`src/rtl/host_port_defines.svh`:
```
/*
  Constants for the dual style host bus port: register select values,
  control bit positions and reset values.
  Assumes nothing; definitions only.
*/
`ifndef HOST_PORT_DEFINES_SVH
`define HOST_PORT_DEFINES_SVH

`define SEL_SCRATCH0 3'h0
`define SEL_SCRATCH1 3'h1
`define SEL_SCRATCH2 3'h2
`define SEL_FEATURE 3'h3
`define SEL_LINE_CTRL 3'h4
`define SEL_STATUS 3'h5
`define SEL_SCRATCH6 3'h6
`define SEL_SCRATCH7 3'h7
`define ATTN_EN_BIT 3
`define DUPLEX_SEL_BIT 3
`define DUPLEX_OVR_BIT 4
`define REG_RESET 8'h00
`define NUM_REGS 8
`define STRAP_SETTLE 2'h2

`endif

```
`src/rtl/host_port_pkg.sv`:
```
/*
  Types for the dual style host bus port.
  Assumes host_port_defines.svh is on the include path.
*/
package host_port_pkg;

  typedef enum logic [1:0] {
    access_idle,
    access_read,
    access_write
  } access_state_t;

  // pins of the host bus after synchronisation
  typedef struct packed {
    logic cs_n;
    logic rd_n;
    logic wr_n;
    logic [2:0] sel;
    logic [7:0] data;
  } host_bus_t;

  // attention pin as level plus output enable
  typedef struct packed {
    logic out;
    logic oe;
  } attn_pin_t;

endpackage : host_port_pkg

```
`src/rtl/host_bus_port.sv`:
```
/*
  Dual style host bus port: seven byte registers and a status byte reached over a parallel
  bus in strobe-pair or read/write-select style, attention output, duplex
  strap capture with register override.
  Assumes pins are asynchronous to clk (40 MHz) and strobes last several
  clocks; reset is already in the polarity this port expects (active high).
*/
`timescale 1ns/10ps
`include "host_port_defines.svh"
// =====================================================================
module host_bus_port (
  input wire logic clk,
  input wire logic reset,
  input wire logic style_strap,
  input wire logic duplex_strap,
  input wire logic chip_select_n,
  input wire logic read_strobe_n,
  input wire logic write_strobe_n,
  input wire logic [2:0] register_select_lines,
  input wire logic [7:0] data_in,
  input wire logic [7:0] status_in,
  input wire logic attention_req,
  output logic [7:0] data_out,
  output logic data_oe,
  output logic attention_out,
  output logic attention_oe,
  output logic half_duplex,
  output logic strobe_pair_style
);
  import host_port_pkg::*;

  // =====================================================================
  // pin synchronisers
  host_bus_t bus_async;
  host_bus_t bus_s;
  logic [1:0] strap_s;

  assign bus_async = '{cs_n: chip_select_n, rd_n: read_strobe_n, wr_n: write_strobe_n,
                       sel: register_select_lines, data: data_in};

  pin_sync #(.WIDTH(14), .INIT(14'h3F00)) u_bus_sync (
    .clk(clk),
    .reset(reset),
    .async_in(bus_async),
    .sync_out(bus_s)
  );

  pin_sync #(.WIDTH(2), .INIT(2'h0)) u_strap_sync (
    .clk(clk),
    .reset(reset),
    .async_in({style_strap, duplex_strap}),
    .sync_out(strap_s)
  );

  // =====================================================================
  // strap capture
  // straps are caught by a clocked process after release, never in reset
  logic strap_done_ff;
  logic style_ff;
  logic duplex_strap_ff;
  logic [1:0] strap_wait_ff;
  logic nxt_strap_done;
  logic nxt_style;
  logic nxt_duplex_strap;
  logic [1:0] nxt_strap_wait;

  always_comb begin
    nxt_strap_done = strap_done_ff;
    nxt_style = style_ff;
    nxt_duplex_strap = duplex_strap_ff;
    nxt_strap_wait = strap_wait_ff;
    if (!strap_done_ff) begin
      // wait for the synchroniser to fill with real pin values
      if (strap_wait_ff == `STRAP_SETTLE) begin
        nxt_strap_done = 1'b1;
        nxt_style = strap_s[1];
        nxt_duplex_strap = strap_s[0];
      end else begin
        nxt_strap_wait = strap_wait_ff + 2'h1;
      end
    end
  end

  always_ff @(posedge clk) begin
    if (reset) begin
      strap_done_ff <= 1'b0;
      style_ff <= 1'b1;
      duplex_strap_ff <= 1'b0;
      strap_wait_ff <= 2'h0;
    end else begin
      strap_done_ff <= nxt_strap_done;
      style_ff <= nxt_style;
      duplex_strap_ff <= nxt_duplex_strap;
      strap_wait_ff <= nxt_strap_wait;
    end
  end

  // =====================================================================
  // access decoding
  // in select style the read strobe pin is never looked at
  function automatic logic rd_active(input host_bus_t b, input logic style);
    if (b.cs_n) begin
      rd_active = 1'b0;
    end else if (style) begin
      rd_active = !b.rd_n;
    end else begin
      rd_active = b.wr_n;
    end
  endfunction : rd_active

  function automatic logic wr_active(input host_bus_t b, input logic style);
    if (b.cs_n) begin
      wr_active = 1'b0;
    end else if (style) begin
      wr_active = !b.wr_n;
    end else begin
      wr_active = !b.wr_n;
    end
  endfunction : wr_active

  // =====================================================================
  // register file and bus state machine
  access_state_t state_ff;
  access_state_t nxt_state;
  logic [7:0] regs_ff [`NUM_REGS];
  logic [7:0] nxt_regs [`NUM_REGS];
  logic [2:0] wsel_ff;
  logic [2:0] nxt_wsel;
  logic [7:0] wdata_ff;
  logic [7:0] nxt_wdata;
  logic [7:0] dout_ff;
  logic [7:0] nxt_dout;
  logic doe_ff;
  logic nxt_doe;
  logic rd_now;
  logic wr_now;
  logic [7:0] rd_byte;

  assign rd_now = strap_done_ff && rd_active(bus_s, style_ff);
  assign wr_now = strap_done_ff && wr_active(bus_s, style_ff);

  always_comb begin
    if (bus_s.sel == `SEL_STATUS) begin
      rd_byte = status_in;
    end else begin
      rd_byte = regs_ff[bus_s.sel];
    end
  end

  always_comb begin
    nxt_state = state_ff;
    nxt_regs = regs_ff;
    nxt_wsel = wsel_ff;
    nxt_wdata = wdata_ff;
    nxt_dout = dout_ff;
    nxt_doe = 1'b0;
    case (state_ff)
      access_idle: begin
        if (rd_now) begin
          nxt_state = access_read;
          nxt_dout = rd_byte;
          nxt_doe = 1'b1;
        end else if (wr_now) begin
          nxt_state = access_write;
          nxt_wsel = bus_s.sel;
          nxt_wdata = bus_s.data;
        end
      end
      access_read: begin
        // byte stays frozen until the strobe or chip select lets go
        if (rd_now) begin
          nxt_doe = 1'b1;
        end else begin
          nxt_state = access_idle;
        end
      end
      access_write: begin
        if (wr_now) begin
          // track data right up to the trailing edge
          nxt_wsel = bus_s.sel;
          nxt_wdata = bus_s.data;
        end else begin
          nxt_state = access_idle;
          if (wsel_ff != `SEL_STATUS) begin
            nxt_regs[wsel_ff] = wdata_ff;
          end
        end
      end
      default: begin
        nxt_state = access_idle;
      end
    endcase
  end

  always_ff @(posedge clk) begin
    if (reset) begin
      state_ff <= access_idle;
      for (int i = 0; i < `NUM_REGS; i++) begin
        regs_ff[i] <= `REG_RESET;
      end
      wsel_ff <= 3'h0;
      wdata_ff <= 8'h00;
      dout_ff <= 8'h00;
      doe_ff <= 1'b0;
    end else begin
      state_ff <= nxt_state;
      regs_ff <= nxt_regs;
      wsel_ff <= nxt_wsel;
      wdata_ff <= nxt_wdata;
      dout_ff <= nxt_dout;
      doe_ff <= nxt_doe;
    end
  end

  // =====================================================================
  // attention pin and mode outputs
  attn_pin_t attn_ff;
  attn_pin_t nxt_attn;
  logic half_ff;
  logic nxt_half;
  logic [7:0] line_ctrl;
  logic [7:0] feature;

  assign line_ctrl = regs_ff[`SEL_LINE_CTRL];
  assign feature = regs_ff[`SEL_FEATURE];

  always_comb begin
    if (style_ff) begin
      nxt_attn.out = attention_req;
      nxt_attn.oe = line_ctrl[`ATTN_EN_BIT];
    end else begin
      // open drain: only ever pulls low, and only when enabled bit is 0
      nxt_attn.out = 1'b0;
      nxt_attn.oe = attention_req && !line_ctrl[`ATTN_EN_BIT];
    end
    if (feature[`DUPLEX_OVR_BIT]) begin
      nxt_half = feature[`DUPLEX_SEL_BIT];
    end else begin
      nxt_half = duplex_strap_ff;
    end
  end

  always_ff @(posedge clk) begin
    if (reset) begin
      attn_ff <= '{out: 1'b0, oe: 1'b0};
      half_ff <= 1'b0;
    end else begin
      attn_ff <= nxt_attn;
      half_ff <= nxt_half;
    end
  end

  assign data_out = dout_ff;
  assign data_oe = doe_ff;
  assign attention_out = attn_ff.out;
  assign attention_oe = attn_ff.oe;
  assign half_duplex = half_ff;
  assign strobe_pair_style = style_ff;

endmodule : host_bus_port

```
`src/rtl/pin_sync.sv`:
```
/*
  Two flip-flop synchroniser for a packed group of pins.
  Assumes the pins are asynchronous to clk; reset is synchronous.
*/
`timescale 1ns/10ps
module pin_sync #(
  parameter int WIDTH = 1,
  parameter logic [WIDTH-1:0] INIT = '0
) (
  input wire logic clk,
  input wire logic reset,
  input wire logic [WIDTH-1:0] async_in,
  output logic [WIDTH-1:0] sync_out
);

  logic [WIDTH-1:0] meta_ff;
  logic [WIDTH-1:0] sync_ff;
  logic [WIDTH-1:0] nxt_meta;
  logic [WIDTH-1:0] nxt_sync;

  always_comb begin
    nxt_meta = async_in;
    nxt_sync = meta_ff;
  end

  always_ff @(posedge clk) begin
    if (reset) begin
      meta_ff <= INIT;
      sync_ff <= INIT;
    end else begin
      meta_ff <= nxt_meta;
      sync_ff <= nxt_sync;
    end
  end

  assign sync_out = sync_ff;

endmodule : pin_sync
```
`config.mk`:
```
export PLATFORM = sky130hd
export DESIGN_NAME = host_bus_port
export DESIGN_NICKNAME = d
export VERILOG_FILES = /design/src/rtl/host_port_pkg.sv /design/src/rtl/host_bus_port.sv /design/src/rtl/pin_sync.sv
export VERILOG_INCLUDE_DIRS = /design/src /design/src/rtl
export SDC_FILE = /design/constraint.sdc
export NUM_CORES = 1
export LEC_CHECK = 0
export BUFFER_PORTS_ARGS = -buffer_cell sky130_fd_sc_hd__buf_2
export CELL_PAD_IN_SITES_DETAIL_PLACEMENT = 1
export CELL_PAD_IN_SITES_GLOBAL_PLACEMENT = 1
export CORE_ASPECT_RATIO = 1.75
export CORE_UTILIZATION = 43
export DETAILED_ROUTE_END_ITERATION = 10
export GPL_ROUTABILITY_DRIVEN = 0
export PLACE_DENSITY_LB_ADDON = 0.1
export SLEW_MARGIN = 20
export SYNTH_ARGS = -nofsm -noshare
export SYNTH_HDL_FRONTEND = slang
export SYNTH_HIERARCHICAL = 1
export SYNTH_SLANG_ARGS = --single-unit
```
`constraint.sdc`:
```
create_clock -name clk -period 4.6 [get_ports clk]
set_input_delay 0 -clock clk [delete_from_list [all_inputs] [get_ports clk]]
set_output_delay 0 -clock clk [all_outputs]
set_load 0.005 [all_outputs]
```
* Word-level counts from Yosys, hierarchy flattened
Index checks and enable logic that the tools add are counted. Widths: inputs -> output; s select.
Word-level totals: bits in registers 126, bits of input ports 27, word-level logic and storage cells 88
Operators by class: add/sub/neg operators 1, $lt $le $gt $ge 3, eq/ne operators 9, multiplexer cells 26, bitwise operators 7, reductions and logical operators 18
Operators with widths (count):
- $bwmux 64 | 1
- $mux 8 | 6
- $bmux 8 s3 | 1
- $demux 8 s3 | 1
- $pmux 8 s2 | 1
- $ge 4x4->1 const B | 2
- $mux 1 | 8
- $mux 2 | 4
- $not 3->4 | 2
- $reduce_and 2->1 | 4
- $mux 3 | 2
- $ne 2x2->1 const B | 3
- $ne 3x3->1 const B | 2
- $pmux 2 s3 | 1
- $pmux 3 s2 | 1
- $reduce_and 3->1 | 2
- $reduce_or 2->1 | 3
- $not 1->1 | 5
- $eq 2x2->1 const B | 2
- $logic_and 1x1->1 | 4
- $lt 4x1->1 const B | 1
- $eq 3x3->1 const B | 1
- $logic_not 1->1 | 3
- $add 2x1->2 const B | 1
- 3 further kinds | 3

* Depth between registers and ports, before layout
word-level depth 6, depth in mapped cells 6

* Modules after synthesis
The synthesis kept the hierarchy.
By module, submodules not included:
- host_bus_port | instances 1, cells each 326, area each 3652.3 sq um, sequential area each 1721.7 sq um
- pin_sync (u_bus_sync) | instances 1, cells each 58, area each 768.2 sq um, sequential area each 560.5 sq um
- pin_sync (u_strap_sync) | instances 1, cells each 8, area each 105.1 sq um, sequential area each 80.1 sq um

* Worst setup path after synthesis
No wires, ideal clock.
kind reg2reg, start reg u_bus_sync.sync_ff[8] (netlist: u_bus_sync/sync_out[8]), end reg dout_ff[0] (netlist: data_out[0]), data arrival time 1692 ps, setup slack 2791 ps, stages on the path, launching flop included 6, path through dfxtp_1 buf_2 buf_4 mux4_2 mux2_2 a22o_1
On the way: longest elaborated chain between the ends 5
RTL lines:
- start: declaration | RTL line pin_sync.sv:17 | logic [WIDTH-1:0] sync_ff;
- start signal: assignment | RTL line pin_sync.sv:32 | sync_ff <= nxt_sync;
- $not 3->4 (implied by the code) | RTL line host_bus_port.sv:146 | rd_byte = regs_ff[bus_s.sel];
- $bmux 8 s3 | RTL line host_bus_port.sv:146
- $mux 8 (implied by the code) (2 in series) | RTL line host_bus_port.sv:146
- $mux 8 * | RTL line host_bus_port.sv:143 | if (bus_s.sel == `SEL_STATUS) begin
- end signal: assignment | RTL line host_bus_port.sv:210 | dout_ff <= nxt_dout;
- end: declaration | RTL line host_bus_port.sv:131 | logic [7:0] dout_ff;
Mark *: on every way between the ends. The rest lies on a longest branch, timed or not. The select of a mux whose other input is x is not followed. A chain may end at the register's enable or synchronous reset.

* Worst setup path in the final report
start reg state_ff[0], end reg regs_ff[47] (netlist name)
On the way: longest elaborated chain between the ends 2
RTL lines:
- start: declaration | RTL line host_bus_port.sv:123 | access_state_t state_ff;
- start signal: assignment | RTL line host_bus_port.sv:197 | state_ff <= access_idle;
- start signal: assignment | RTL line host_bus_port.sv:206 | state_ff <= nxt_state;
- $eq 2x2->1 | RTL line host_bus_port.sv:157 | case (state_ff)
- $reduce_and 3->1 (no source line)
- end signal: indexed assignment | RTL line host_bus_port.sv:199 | regs_ff[i] <= `REG_RESET;
- end signal: assignment | RTL line host_bus_port.sv:207 | regs_ff <= nxt_regs;
- end: declaration | RTL line host_bus_port.sv:125 | logic [7:0] regs_ff [`NUM_REGS];
Every way passes these cells.

==> flow_summary.yaml <==
pwr:
  p_leak_nw: 2.34
  power.density_nw_per_um2: 449
  vdd.ir_drop.worst_v: 0.000302
routing:
  vias_per_cell: 5.22
  drt_wl_total_um: 10400
  ant_nets: 0
  drt-initial-drc-count: 137
  num_vias: 3004
  drt-pass1-iter-count: 4
  routedWlPerCell_um: 18.1
  drc_errors: 0
yosys:
  synth-edff-count: 0
  synth-seq-area-share_pct: 52.2
  avgSynthCellArea_um2: 11.5
  synthesis.nets: 420
  yosysUniqueCellTypes: 38
  synth_top_area_cell: "dfxtp_1"
  netlist_top_cells_area: "dfxtp_1, mux2i_1, mux4_2"
  synthArstFlopShare_pct: 0
  synthesis.area_um2: 4530
  synth_cells: 392
  yosys_warnings: 6
  synth_top_area_share_pct: 52.2
  dominantRegCellSynth: "dfxtp_1"
  ys_seq_elements: 118
grt:
  grt_pass1_wl_um: 16800
  track_usage_pct: 21.2
  met2_usage_pct: 38.4
  use_met3_pct: 5.03
  grt_overflow: 0
  met1_usage_pct: 22.5
  antenna_found_initial: 0
  grt_pass1_vias: 3223
  top_usage_layer: "met2"
  grt_max_degree: 113
floorplanning:
  die_width_um: 79.6
  fp.dieArea_um2: 11000
  io_pins: 40
  die_y_um: 138
  start_util_pct: 44.2
  coreArea_um2: 10200
  num_rows: 49
hold_path:
  min_from: "reset"
  min_path_type: "in -> reg"
  hold_depth: 2
  min_delay_worst_endpoint: "strap_wait_ff[0]"
cells_and_area:
  drive_gt1_share_pct: 24.1
  nets: 464
  diodes: 0
  fin_cells: 576
  n_fill_cell: 1076
  syn_to_final_growth_pct: 21.8
worst_setup_path:
  critPathMaxFanout: 8
  end_kind: "flop"
  critical_path_arrival_ps: 2530
  path_class: "reg -> reg"
  path_cells: "nor3b_1 -> nand4b_1 -> mux2i_1 -> nor2_1"
  cp.buffers_inverters: 0
  cp.required_ps: 4880
  worstSetupStartpointType: "flop"
  ff2ff_setup_slack_ps: 2350
  r2r_start: "state_ff[0]"
  slowest_stage: "nand4b_1"
  crit_path_max_incr_delay_ps: 770
  r2r_cells: 4
  crit_family: "simple AND/OR/NAND/NOR gates"
  r2r-end: "regs_ff[47]"
clocking:
  clk_latency_ps: 410
  cts-root-buf: "clkbuf_16"
  clk_pin_slew_ps: 50
  cts_resized: 0
  cts-htree-levels: 4
  cts.path.max_buffers: 2
  cts_tree: "built"
  cts_sinks: 118
  post_cts_buffers: 0
  cts_hold_buf: 17
  cts_buffers: 17
outcome:
  outcome: "finished clean"
timing:
  fin_tns_setup_ps: 0
  fin_crit_sh_pct: 48.8
  hold_viol_final: 0
  rsz0062_at_grt: "no"
  setup_violations: 0
  slew-limit-headroom_pct: 32.9
  max_freq_ghz: 0.445
  skew_ps: 7.33
  slew_viol_final: 0
  worstMarginPinSlew_ps: 999
  min_period_ps: 2250
placement:
  dp_cells: 526
  port_buffers: 39
  dp_hpwl_um: 6630
run:
  max-cap-violations: 0
-- per-layer routing --
layer	up-vias	share of wire, %
li1	1427	-
met1	1517	41
met2	48	55
met3	12	2.2
met4	0	2.4
met5	-	0
-- state kept, by name, summed over array words and instances, names as in the netlist, 2 cells and up --
register / flops
state_ff: 2
wsel_ff: 3
strap_wait_ff: 2
u_strap_sync/sync_out: 2
data_out: 8
u_bus_sync/meta_ff: 14
regs_ff: 40
wdata_ff: 8
line_ctrl: 8
u_strap_sync/meta_ff: 2
feature: 8
u_bus_sync/sync_out: 14
-- synthesized netlist by cell type (all sizes together) (2+ instances only) --
master  count
and2b       8
a22o        8
or2        13
nor2b      15
nand3       2
mux2i      69
buf        22
nor2       77
dfxtp     118
clkbuf     11
nor3        2
nand2       4
nand4b      2
mux4       16
nor3b       3
mux2        8
-- report_power, final --
part           leakage (nW)  internal, mW  switching [mW]
sequential            0.959          1.05          0.0213
combinational          1.11        0.0633          0.0584
clock                 0.272         0.798           0.485
total                  2.34          1.91           0.565
-- final cells by class --
| class | instances | area (um^2) | share of cell area (%) |
|---|---|---|---|
| sequential | 118 | 2360 | 42.9 |
| inverter | 1 | 3.75 | 0.0681 |
| clock buffer | 17 | 425 | 7.72 |
| multi-input combinational | 240 | 2000 | 36.3 |
| tap | 127 | 159 | 2.88 |
| timing repair buffer | 58 | 403 | 7.31 |
| clock inverter | 15 | 156 | 2.84 |
-- kinds of logic after synthesis --
family          count (synthesis)  synth area share (%)
mux                            93                  25.2
flops                         118                  52.2
compound gates                 13                  2.82
fa+ha+maj                       1                 0.276
xor+xnor                        1                 0.194
simple gates                  132                  15.4
buf+inv                        34                  3.87
-- worst max path at each step --
| stage | endpoint | slack (ps) | depth (start not counted) | from |
|---|---|---|---|---|
| 3_3_place_gp | regs_ff[40] | 2460 | 4 | state_ff[0] |
| 4_1_cts | regs_ff[47] | 2290 | 4 | state_ff[1] |
| 3_5_place_dp | regs_ff[47] | 2370 | 4 | state_ff[0] |
| 6_report | regs_ff[47] | 2350 | 4 | state_ff[0] |
| 2_1_floorplan | data_out[0] | 2790 | 5 | u_bus_sync/sync_out[8] |
| 5_1_grt | regs_ff[47] | 2160 | 4 | state_ff[0] |
-- cell usage in the layout (no fill, tap or decap), drive strengths merged, types with 3 or more instances in the layout --
master       count
inv              3
or2             13
nor2            77
a22o             8
dfxtp          118
nor3b            3
nor2b           15
clkinv           6
buf             41
and2b            8
nand2            4
clkbuf          17
clkinvlp         5
mux4            16
mux2i           69
mux2             8
dlygate4sd3     17
-- through the flow --
| stage | worst slack, ps | instance area (um^2) | hold slack, ps | utilization (%) | total power [mW] |
|---|---|---|---|---|---|
| 2_1_floorplan | 2790 | 4530 | 71.6 | - | 1.17 |
| 3_3_place_gp | 2460 | 4730 | 178 | 46.2 | 1.20 |
| 3_5_place_dp | 2370 | 4730 | 184 | 46.2 | 1.20 |
| 4_1_cts | 2290 | 5490 | 167 | 53.6 | 2.50 |
| 5_1_grt | 2160 | 5510 | 21.4 | 53.8 | 2.56 |
| 6_report | 2350 | 5510 | 12.1 | 53.8 | 2.48 |
No activity file was read; power rests on OpenSTA's default activity.
